`src/shared/pif_pkg.sv`:
```
package pif_pkg;
    // register map, word indices on the plain port
    localparam int PIF_ADDR_W = 4;
    localparam logic [3:0] PIF_ADDR_TIMER = 4'h0;
    localparam logic [3:0] PIF_ADDR_CHAN = 4'h1;
    localparam logic [3:0] PIF_ADDR_MASK = 4'h2;
    localparam logic [3:0] PIF_ADDR_STAT = 4'h3;
    localparam logic [3:0] PIF_ADDR_MODE = 4'h4;
    // field positions
    localparam int PIF_BIT_FIRST = 0;
    localparam int PIF_BIT_SECOND = 1;
    localparam int PIF_NFLAGS = 2;
    // reset values
    localparam logic [7:0] PIF_RST_FLAGS = 8'h00;
    localparam logic [3:0] PIF_RST_MASK = 4'h0;
    localparam logic [1:0] PIF_RST_MODE = 2'h0;
    // channel mode select encoding
    localparam logic [1:0] PIF_MODE_CAPTURE = 2'h0;
    localparam logic [1:0] PIF_MODE_COMPARE = 2'h1;
    localparam logic [1:0] PIF_MODE_PWM = 2'h2;
endpackage

```
`src/rtl/pif_flags.sv`:
```
`timescale 1ns/100ps
// How it works
// - second timer flag sets on postscaler overflow, or period match at 1:1.
// - first timer flag sets on 16-bit counter overflow, held until cleared.
// - second channel flag sets on capture event in capture mode.
// - second channel flag sets on compare match in compare mode.
// - second channel flag sets on PWM trailing edge in PWM mode.
// - flags set regardless of enables; enables gate only the request.
// - bits 7..2 of both flag registers ignore writes, read zero.
// - flags readable, writable, hardware set, zero after every reset.
// - first channel flag behaves like the second, per its own mode.
module pif_flags
(
    input wire logic i_clock,
    input wire logic i_nrst,
    input wire logic [pif_pkg::PIF_ADDR_W-1:0] i_addr,
    input wire logic [7:0] i_wdata,
    input wire logic i_wr,
    input wire logic i_rd,
    output logic [7:0] o_rdata,
    input wire logic i_timer1_overflow,
    input wire logic i_timer2_postscale_ovf,
    input wire logic i_timer2_period_match,
    input wire logic i_timer2_ratio_one,
    input wire logic [1:0] i_chan_capture,
    input wire logic [1:0] i_chan_compare,
    input wire logic [1:0] i_chan_pwm_fall,
    input wire logic i_global_interrupt_enable,
    output logic o_irq
);
    import pif_pkg::*;

    // flag storage: only the two low bits of each register exist;
    // the upper six bits are not stored, which is why they read zero
    logic [PIF_NFLAGS-1:0] timer_event_flags;
    logic [PIF_NFLAGS-1:0] capture_compare_event_flags;

    // next values of the flag registers
    logic [PIF_NFLAGS-1:0] next_timer_event_flags;
    logic [PIF_NFLAGS-1:0] next_capture_compare_event_flags;

    // mask and sticky status share one layout: {chan1, chan0, timer2, timer1}
    logic [3:0] irq_mask;
    logic [3:0] irq_status;
    logic [3:0] next_irq_status;

    // unmasked pending events and their summary
    logic [3:0] irq_pending;
    logic irq_any;

    // per-channel event selection, two bits each
    logic [1:0] channel_mode_select [PIF_NFLAGS];

    // hardware set requests, each one cycle wide
    logic timer2_event;
    logic [PIF_NFLAGS-1:0] timer_set;
    logic [PIF_NFLAGS-1:0] chan_set;
    logic [3:0] all_set;

    // decoded bus strobes
    logic wr_timer;
    logic wr_chan;
    logic wr_mask;
    logic wr_mode;
    logic rd_stat;

    // readable words, already zero-extended to the bus width
    logic [7:0] timer_word;
    logic [7:0] chan_word;
    logic [7:0] mask_word;
    logic [7:0] stat_word;
    logic [7:0] mode_word;

    // read data before its output register
    logic [7:0] next_rdata;

    // register strobes; an unmapped index matches none of them,
    // so such a write is dropped with no side effect
    assign wr_timer = i_wr && (i_addr == PIF_ADDR_TIMER);
    assign wr_chan = i_wr && (i_addr == PIF_ADDR_CHAN);
    assign wr_mask = i_wr && (i_addr == PIF_ADDR_MASK);
    assign wr_mode = i_wr && (i_addr == PIF_ADDR_MODE);
    assign rd_stat = i_rd && (i_addr == PIF_ADDR_STAT);

    // second timer event: at a one-to-one ratio the postscaler is
    // bypassed, so the period match stands in for its overflow
    always_comb
    begin
        if (i_timer2_ratio_one)
        begin
            timer2_event = i_timer2_period_match;
        end
        else
        begin
            timer2_event = i_timer2_postscale_ovf;
        end
    end

    // timer set requests; pulses are taken as they arrive, no buffering
    assign timer_set[PIF_BIT_FIRST] = i_timer1_overflow;
    assign timer_set[PIF_BIT_SECOND] = timer2_event;

    // per-channel logic: event select and that channel's mode field
    genvar g;
    generate
        for (g = 0; g < PIF_NFLAGS; g++)
        begin : g_chan
            logic pick_capture;
            logic pick_compare;
            logic pick_pwm;

            // mode decode; the fourth code picks nothing, so stray
            // pulses on an unused channel never set its flag
            assign pick_capture = (channel_mode_select[g] == PIF_MODE_CAPTURE);
            assign pick_compare = (channel_mode_select[g] == PIF_MODE_COMPARE);
            assign pick_pwm = (channel_mode_select[g] == PIF_MODE_PWM);

            // only the event that belongs to the current mode counts
            assign chan_set[g] = (pick_capture && i_chan_capture[g])
                || (pick_compare && i_chan_compare[g])
                || (pick_pwm && i_chan_pwm_fall[g]);

            // mode field of this channel; a new mode applies from the cycle
            // after the write, an event in the write cycle uses the old one
            always_ff @(posedge i_clock)
            begin
                if (!i_nrst)
                begin
                    channel_mode_select[g] <= PIF_RST_MODE;
                end
                else if (wr_mode)
                begin
                    channel_mode_select[g] <= i_wdata[2*g +: 2];
                end
            end
        end
    endgenerate

    // timer flags next value: a write loads the live bits and any set
    // event is ored on top, so a clear in the same cycle never loses it;
    // the interrupt enables are deliberately not looked at here
    always_comb
    begin
        if (wr_timer)
        begin
            next_timer_event_flags = i_wdata[PIF_NFLAGS-1:0] | timer_set;
        end
        else
        begin
            next_timer_event_flags = timer_event_flags | timer_set;
        end
    end

    // timer flag register, cleared by every reset;
    // software may also write ones to raise a flag by hand
    always_ff @(posedge i_clock)
    begin
        if (!i_nrst)
        begin
            timer_event_flags <= PIF_RST_FLAGS[PIF_NFLAGS-1:0];
        end
        else
        begin
            timer_event_flags <= next_timer_event_flags;
        end
    end

    // channel flags next value, same set-dominant scheme as the timers
    always_comb
    begin
        if (wr_chan)
        begin
            next_capture_compare_event_flags = i_wdata[PIF_NFLAGS-1:0] | chan_set;
        end
        else
        begin
            next_capture_compare_event_flags = capture_compare_event_flags | chan_set;
        end
    end

    // channel flag register, cleared by every reset;
    // a flag stays up until software writes it low
    always_ff @(posedge i_clock)
    begin
        if (!i_nrst)
        begin
            capture_compare_event_flags <= PIF_RST_FLAGS[PIF_NFLAGS-1:0];
        end
        else
        begin
            capture_compare_event_flags <= next_capture_compare_event_flags;
        end
    end

    // interrupt mask; software writes it,
    // nothing in hardware ever touches it
    always_ff @(posedge i_clock)
    begin
        if (!i_nrst)
        begin
            irq_mask <= PIF_RST_MASK;
        end
        else if (wr_mask)
        begin
            irq_mask <= i_wdata[3:0];
        end
    end

    // all set events in status layout
    assign all_set = {chan_set, timer_set};

    // sticky status, cleared by its own read; an event landing in the
    // read cycle survives so that the next read still reports it
    always_comb
    begin
        if (rd_stat)
        begin
            next_irq_status = all_set;
        end
        else
        begin
            next_irq_status = irq_status | all_set;
        end
    end

    // status register
    always_ff @(posedge i_clock)
    begin
        if (!i_nrst)
        begin
            irq_status <= PIF_RST_MASK;
        end
        else
        begin
            irq_status <= next_irq_status;
        end
    end

    // readable words; unused upper bits are tied to zero here
    // so the read mux below only has to pick one
    assign timer_word = {6'h00, timer_event_flags};
    assign chan_word = {6'h00, capture_compare_event_flags};
    assign mask_word = {4'h0, irq_mask};
    assign stat_word = {4'h0, irq_status};
    assign mode_word = {4'h0, channel_mode_select[1], channel_mode_select[0]};

    // read mux; unmapped indices and idle cycles give zero,
    // which keeps the bus quiet outside the answer cycle
    always_comb
    begin
        next_rdata = 8'h00;
        if (i_rd)
        begin
            case (i_addr)
                PIF_ADDR_TIMER: next_rdata = timer_word;
                PIF_ADDR_CHAN: next_rdata = chan_word;
                PIF_ADDR_MASK: next_rdata = mask_word;
                PIF_ADDR_STAT: next_rdata = stat_word;
                PIF_ADDR_MODE: next_rdata = mode_word;
                default: next_rdata = 8'h00;
            endcase
        end
    end

    // read data register: stands in the cycle after the strobe only;
    // the master never waits, so no ready signal is needed
    always_ff @(posedge i_clock)
    begin
        if (!i_nrst)
        begin
            o_rdata <= 8'h00;
        end
        else
        begin
            o_rdata <= next_rdata;
        end
    end

    // unmasked pending events
    assign irq_pending = irq_status & irq_mask;
    assign irq_any = |irq_pending;

    // request needs the global enable; flags themselves are never gated,
    // so an unread status bit fires at once when its enable is raised
    always_comb
    begin
        if (i_global_interrupt_enable)
        begin
            o_irq = irq_any;
        end
        else
        begin
            o_irq = 1'b0;
        end
    end

endmodule // pif_flags

```
`config.mk`:
```
export PLATFORM = sky130hd
export DESIGN_NAME = pif_flags
export DESIGN_NICKNAME = d
export VERILOG_FILES = /design/src/shared/pif_pkg.sv /design/src/rtl/pif_flags.sv
export SDC_FILE = /design/constraint.sdc
export NUM_CORES = 1
export LEC_CHECK = 0
export BUFFER_PORTS_ARGS = -buffer_cell sky130_fd_sc_hd__clkbuf_2
export CORE_MARGIN = 2
export CORE_UTILIZATION = 30
export CTS_BUF_LIST = sky130_fd_sc_hd__clkbuf_2 sky130_fd_sc_hd__clkbuf_4 sky130_fd_sc_hd__clkbuf_8
export DETAILED_ROUTE_END_ITERATION = 10
export PLACE_DENSITY = 0.49
export SYNTH_ARGS = -nofsm -noshare
export SYNTH_HDL_FRONTEND = slang
export SYNTH_SLANG_ARGS = --single-unit
export TNS_END_PERCENT = 1
```
`constraint.sdc`:
```
create_clock -name i_clock -period 2.6 [get_ports i_clock]
set_input_delay 0.26 -clock i_clock [delete_from_list [all_inputs] [get_ports i_clock]]
set_output_delay 0.26 -clock i_clock [all_outputs]
set_load 0.005 [all_outputs]
```
==> results of run 1 <==
synth_stat cells:
master / instances
sky130_fd_sc_hd__a22oi_1: 2
sky130_fd_sc_hd__nand3_1: 11
sky130_fd_sc_hd__a21boi_0: 1
sky130_fd_sc_hd__o21ai_0: 9
sky130_fd_sc_hd__nor2b_1: 2
sky130_fd_sc_hd__nor3b_2: 1
sky130_fd_sc_hd__clkbuf_1: 1
sky130_fd_sc_hd__a21oi_1: 7
sky130_fd_sc_hd__or3b_1: 1
sky130_fd_sc_hd__o2bb2ai_1: 2
sky130_fd_sc_hd__edfxtp_1: 4
sky130_fd_sc_hd__buf_4: 5
sky130_fd_sc_hd__nand4_1: 1
sky130_fd_sc_hd__a211oi_1: 2
sky130_fd_sc_hd__inv_1: 4
sky130_fd_sc_hd__buf_2: 3
sky130_fd_sc_hd__o21a_1: 2
sky130_fd_sc_hd__o311a_1: 1
sky130_fd_sc_hd__and3b_1: 4
sky130_fd_sc_hd__a31oi_1: 4
sky130_fd_sc_hd__a22o_1: 2
sky130_fd_sc_hd__mux2i_1: 3
sky130_fd_sc_hd__and4bb_2: 1
sky130_fd_sc_hd__mux2_2: 4
sky130_fd_sc_hd__clkinv_1: 1
sky130_fd_sc_hd__nor2_1: 9
sky130_fd_sc_hd__or4_1: 1
sky130_fd_sc_hd__nand2_1: 4
sky130_fd_sc_hd__buf_6: 1
sky130_fd_sc_hd__dfxtp_1: 16
sky130_fd_sc_hd__nor3_2: 1
sky130_fd_sc_hd__nand4b_1: 2
sky130_fd_sc_hd__nand2b_1: 2
sky130_fd_sc_hd__conb_1: 1
sky130_fd_sc_hd__nor3_4: 1
sky130_fd_sc_hd__nand3b_1: 2
tightest hold or removal path: stages:
cell and delay, ps:
sky130_fd_sc_hd__clkbuf_2 90, sky130_fd_sc_hd__nand3_1 60, sky130_fd_sc_hd__a21oi_1 50
through the flow:
stage / instance area (um2) / hold slack [ps] / total power, W
floorplan: 1090 / 385.7 / 0.0004129
CTS: 1251 / 194.5 / 0.0006297
global placement: 1215 / 472.0 / 0.0004419
finish: 1251 / 208.6 / 0.0006232
detailed placement: 1215 / 476.3 / 0.0004437
global route: 1251 / 198.2 / 0.0006529
final cells by class:
type | instances | area share, %
timing repair buffer | 27 | 10.80
inverter | 5 | 1.500
sequential | 20 | 35.20
tap | 46 | 4.600
multi-input combinational | 86 | 45.00
clock buffer | 4 | 2.900
sequential cells by signal, summed over array words and instances (netlist names):
name,count
o_rdata,4
irq_mask,4
irq_status,4
capture_compare_event_flags,2
timer_event_flags,2
channel_mode_select,4
kinds of logic after synthesis:
logic type | Yosys count | synth area share [%]
simple gates | 43 | 25.06
compound gates | 32 | 18.79
flops | 20 | 40.84
buf+inv | 15 | 8.003
mux | 7 | 6.960
other cells | 1 | 0.3477
worst min path at each step:
stage / from / cells past startpoint / to / slack, ps
finish: i_wdata[2] / 3 / irq_mask[2] / 210
global route: i_wdata[3] / 3 / irq_mask[3] / 200
CTS: i_wdata[3] / 3 / irq_mask[3] / 190
detailed placement: irq_status[3] / 1 / irq_status[3] / 480
global placement: irq_status[2] / 2 / o_rdata[2] / 470
floorplan: i_nrst / 1 / irq_status[1] / 390
layer usage:
layer  share of wire [%]  wire length, um  global-route usage [%]
met3                 5.1              138                   4.049
met2                  48             1300                   22.92
met5                   0                0                       0
met1                  45             1213                   17.43
met4                 2.0               55                   5.978
power by group through the flow:
stage               registers (W)  clock network, W  logic [W]
detailed placement       0.000354                 0  0.0000902
global placement         0.000353                 0  0.0000884
finish                   0.000346          0.000186  0.0000907
floorplan                0.000349                 0  0.0000642
CTS                      0.000346          0.000193  0.0000905
global route             0.000349          0.000204  0.0000998
==> implementation parameters, run 1 <==
Parameter                              Value

STA
  Number of setup violations in the final report ... 0
  Worst relative slew slack ... between 60% and 70%
  Actual slew at the worst max-slew pin ... between 500 and 600 ps
  Sum of negative setup slack ... 0 ps
  Post-route fraction of the period consumed by the critical path ... a little under three fifths
  Worst Clk Skew ... ~13 ps
  Final Max Slew Viols ... 0
  Post-layout min period ... ~1400 ps
  Setup repair after global routing missed its margin ... no
  Endpoints failing hold ... 0
  Peak clock frequency supported by timing ... approximately 0.7 GHz
  Crit path setup slack, layout ... ~1200 ps

Worst setup path
  Critical path type ... reg -> out
  Start point of the critical path ... irq_mask[1]
  Critical Path Sink Type ... primary output
  Slack of the worst reg-to-reg path ... 1530 ps
  Dominant delay contributor by cell family on the critical path ... flip-flops
  Depth of the worst register-to-register path ... 3
  Reg2reg start ... irq_mask[0]
  CP Cell Sequence ... a22oi_1, a21boi_0, clkbuf_2
  Worst Path Arrival ... ~1200 ps
  Crit Reg-Reg Endpoint ... o_rdata[0]
  CP endpoint ... o_irq
  Endpoint required time on the critical path ... ~2300 ps
  Critical Path Start Type ... flip-flop
  Crit path buffers/inverters ... 1
  Max stage delay on crit path ... 410 ps
  Logic depth of the worst setup path including buffers ... 3
  Worst-path cell with the longest stage delay ... sky130_fd_sc_hd__dfxtp_1
  Maximum fanout encountered on the critical timing path ... 3

Logic synthesis
  Proportion of netlist area held by the largest area contributor ... 29.70%
  Sequential share of the synthesized area ... between 40% and 50%
  Synth area leader ... sky130_fd_sc_hd__dfxtp_1
  Syn. warnings ... 0
  Netlist Area Pre-Place ... 1079 um2
  Average footprint of a synthesized cell ... ~9 um2
  Most area-consuming cells after synthesis ... sky130_fd_sc_hd__dfxtp_1, sky130_fd_sc_hd__edfxtp_1, sky130_fd_sc_hd__nand3_1
  Number of instances in the synthesized netlist ... approximately 120
  FF+latch count, synth ... 20
  Number of distinct library cell variants in the gate-level netlist after synthesis ... 36

Clock tree
  Number of buffers inserted by hold repair at cts ... 0
  Total number of H-tree levels ... 1
  CTS clock-pin slew for the worst setup and hold paths ... approximately 110 ps
  Clock root buffer master ... sky130_fd_sc_hd__clkbuf_4
  CTS buffer count ... 3
  Clk sink count ... 20
  Worst-case clock buffer depth ... 2
  CTS tree ... built
  Post-CTS setup buffers ... 0
  Clock insertion delay at the later pin of the skew report ... ~310 ps
  CTS-repair resized insts ... 0

Power
  Areal power density over the cells ... roughly 500 nW/um2
  Switching share of power ... approximately a quarter
  Leakage dissipation ... between 0.5 and 0.6 nW
  Power dissipated by switching net loads ... ~0.00016 W
  Portion of total power attributed to combinational logic ... about 14%
  Sequential cell fraction of total power ... a little under three fifths
  Clock power frac ... between 20 and 30%
  Int Pwr ... roughly 0.00046 W
  Worst voltage drop across the vdd grid ... 245.5 uV

Route
  Total vias in the final route ... between 900 and 1000
  Routed wirelength normalized by instance count ... about 14 um
  Antenna Nets Post-Route ... 0
  Wirelength, routed ... 2707 um
  DRT Pass-1 Iters ... 4
  Vias per Instance ... 5.255
  Remaining design rule violation count ... 0
  Drt first-iter violations ... 40

Hold path
  Min-delay worst type ... in -> reg

GRT
  Pin count of the biggest net entering global routing ... 18
  Overflow left after global routing ... 0
  Via count of the first global-routing pass ... 927
  GRT Util Overall ... about 14%
  Wire length of the first global-routing pass ... 4409 um
  Initial antenna violation count ... 0

Placement
  Dpl cells ... between 150 and 200
  Post-Place Worst Slack ... between 1000 and 1500 ps
  Global placement routability congestion ... 0.7471
  PortBufs ... 27
  Placed wire-length estimate after detailed placement ... between 2000 and 2500 um

Outcome
  Result of the run ... completed

Die
  # rows ... 21
  Initial standard-cell utilization of the core ... between 30% and 40%
  Die W ... between 60 and 70 um
  Area enclosed by the die boundary ... a little over 4000 um2
  Die H ... ~64 um
  Floorplan core area ... 3390 um2
  Number of ports placed on the die boundary ... 36

Layout
  Fill cells ... ~380
  Diodes inserted ... 0
  Sequential cell area ... ~440 um2
  Post-Layout Cell Count ... about 190
  Share of layout cells above drive strength 1 ... between 20 and 30%
  Commonest cells after routing, fill and taps aside ... sky130_fd_sc_hd__clkbuf_2, sky130_fd_sc_hd__dfxtp_1, sky130_fd_sc_hd__nand3_1
  Most common library cell in the layout ignoring fill and taps ... sky130_fd_sc_hd__clkbuf_2
  Final standard cell utilization of the core ... about 37%
  Total area of multi-input combinational cells ... about 560 um2
  Total Nets Final ... between 150 and 200
  Signed area change from the synthesized netlist to the final layout ... 16.01%

Job
  Count of max-cap constraint violations ... 0
Power figures use the tool's default switching activity.
==> inputs of run 2 (changes only) <==
- PLACE_DENSITY: 0.49 -> 0.51
- clock period: 2.6 -> 1.3 ns (I/O delays scaled with it)
==> implementation parameters, run 2 (same netlist as run 1, synthesis figures left out) <==
Parameter                              Value

Die
  Die W ... ~64 um
  Die H ... approximately 64 um
  Area enclosed by the die boundary ... ~4100 um2
  Number of ports placed on the die boundary ... 36
  Initial standard-cell utilization of the core ... a little under a third
  Floorplan core area ... 3390 um2
  # rows ... 21

STA
  Post-route fraction of the period consumed by the critical path ... a little over nine tenths
  Setup repair after global routing missed its margin ... no
  Sum of negative setup slack ... 0 ps
  Endpoints failing hold ... 0
  Number of setup violations in the final report ... 0
  Post-layout min period ... 1229 ps
  Final Max Slew Viols ... 0
  Hold Worst Slack ... 53.31 ps
  Worst Clk Skew ... 7.330 ps
  Crit path setup slack, layout ... 70.55 ps
  Peak clock frequency supported by timing ... between 0.8 and 0.9 GHz

Worst setup path
  Reg2reg start ... irq_mask[0]
  Maximum fanout encountered on the critical timing path ... 3
  Crit path buffers/inverters ... 1
  Depth of the worst register-to-register path ... 3
  Worst-path cell with the longest stage delay ... sky130_fd_sc_hd__dfxtp_1
  Crit Reg-Reg Endpoint ... o_rdata[0]
  Worst Path Arrival ... 1100 ps
  Dominant delay contributor by cell family on the critical path ... flip-flops
  Critical Path Sink Type ... primary output
  Endpoint required time on the critical path ... about 1200 ps
  CP Cell Sequence ... a22oi_1, a21boi_0, clkbuf_2
  Critical path type ... reg -> out
  Start point of the critical path ... irq_mask[0]
  Max stage delay on crit path ... between 300 and 400 ps
  Logic depth of the worst setup path including buffers ... 3
  Slack of the worst reg-to-reg path ... 180 ps
  Critical Path Start Type ... flip-flop

Job
  Count of max-cap constraint violations ... 0

Power
  Int Pwr ... approximately 0.0009 W
  Sequential cell fraction of total power ... a little under three fifths
  Worst voltage drop across the vdd grid ... 336.5 uV
  Areal power density over the cells ... 943.9 nW/um2
  Clock power frac ... 27.3%
  Switching share of power ... 26.30%
  Leakage dissipation ... roughly 0.53 nW
  Portion of total power attributed to combinational logic ... about 16%
  Power dissipated by switching net loads ... ~0.00032 W

Clock tree
  Worst-case clock buffer depth ... 2
  Clk sink count ... 20
  CTS clock-pin slew for the worst setup and hold paths ... 120 ps
  Total number of H-tree levels ... 1
  CTS tree ... built
  CTS buffer count ... 3
  Clock root buffer master ... sky130_fd_sc_hd__clkbuf_4
  Clock insertion delay at the later pin of the skew report ... ~300 ps

Route
  DRT Pass-1 Iters ... 4
  Vias per Instance ... ~5.1
  Drt first-iter violations ... 30
  Antenna Nets Post-Route ... 0
  Total vias in the final route ... about 1000
  Wirelength, routed ... 2685 um
  Routed wirelength normalized by instance count ... between 10 and 15 um
  Remaining design rule violation count ... 0

GRT
  Pin count of the biggest net entering global routing ... 14
  Overflow left after global routing ... 0
  GRT Util Overall ... 13.61%
  Initial antenna violation count ... 0
  Wire length of the first global-routing pass ... approximately 4200 um
  Via count of the first global-routing pass ... about 940

Hold path
  Worst Min Path Start ... i_wdata[2]
  Count of cells along the worst hold path ... 3
  Min-delay worst type ... in -> reg
  Sink of the worst hold path ... irq_mask[2]

Layout
  Diodes inserted ... 0
  Post-Layout Cell Count ... slightly below 200
  Signed area change from the synthesized netlist to the final layout ... 20.07%
  Final instance area ... around 1300 um2
  Total Nets Final ... roughly 180
  Share of layout cells above drive strength 1 ... 33.11%
  Most common library cell in the layout ignoring fill and taps ... sky130_fd_sc_hd__clkbuf_2
  Commonest cells after routing, fill and taps aside ... sky130_fd_sc_hd__clkbuf_2, sky130_fd_sc_hd__dfxtp_1, sky130_fd_sc_hd__nand3_1

Placement
  Global placement routability congestion ... 0.7885
  Dpl cells ... 190
  Placement-stage cell area ... approximately 1300 um2
  Placed wire-length estimate after detailed placement ... 2168 um
  PortBufs ... 27
  Post-Place Worst Slack ... ~56 ps

Outcome
  Result of the run ... completed
-- run 2: cell count changes in the layout (fill, tap and decap cells not counted) --
cell / delta
sky130_fd_sc_hd__dfxtp_1: -4
sky130_fd_sc_hd__buf_4: +6
sky130_fd_sc_hd__clkbuf_4: +1
sky130_fd_sc_hd__clkbuf_8: -1
sky130_fd_sc_hd__dfxtp_2: +4
-- run 2: what timing repair did --
| item | CTS | global route |
|---|---|---|
| setup endpoints to repair | 0 | 1 |
| hold buffers | 0 | 0 |
| buffers inserted | 0 | 0 |
| gates resized for setup | 0 | 4 |
-- run 2: worst min-delay path, stage by stage --
cell and delay (ps):
sky130_fd_sc_hd__clkbuf_2 90, sky130_fd_sc_hd__nand3_1 60, sky130_fd_sc_hd__a21oi_1 50
-- run 2: worst max-delay path by stage --
stage | end
CTS | o_irq
global route | o_irq
detailed placement | capture_compare_event_flags[0]
global placement | capture_compare_event_flags[0]
finish | o_irq
floorplan | channel_mode_select[0][0]
-- run 2: cell type report --
cell class	count	area, um2
clock buffers	4	30.03
fillers	364	2095
inverters	5	18.77
multi-input cells	86	563.0
flip-flops and latches	20	445.4
well taps	46	57.56
repair buffers	33	180.2
-- run 2: metal layers --
metal	track usage (%)	share of wire [%]	wire, um	vias to the layer above
li1	-	-	-	487
met4	5.707	0.56	15	0
met3	2.465	3.9	105	2
met5	0	0	0	-
met2	22.79	49	1313	21
met1	17.09	47	1250	479
-- run 2: power by group through the flow --
stage,clock network (W),logic [W],registers [W]
final,0.000334,0.000193,0.000696
after global placement,0,0.000188,0.000707
after detailed placement,0,0.000192,0.000709
after floorplan,0,0.000128,0.000698
after global routing,0.000362,0.000212,0.000700
after CTS,0.000347,0.000193,0.000695
-- run 2: through the flow --
| stage | total power (W) | util [%] |
|---|---|---|
| finish | 0.001222 | 38.21 |
| global route | 0.001273 | 38.21 |
| CTS | 0.001235 | 38.06 |
| detailed placement | 0.0009012 | 37.17 |
| global placement | 0.0008953 | 37.17 |
| floorplan | 0.0008258 | - |
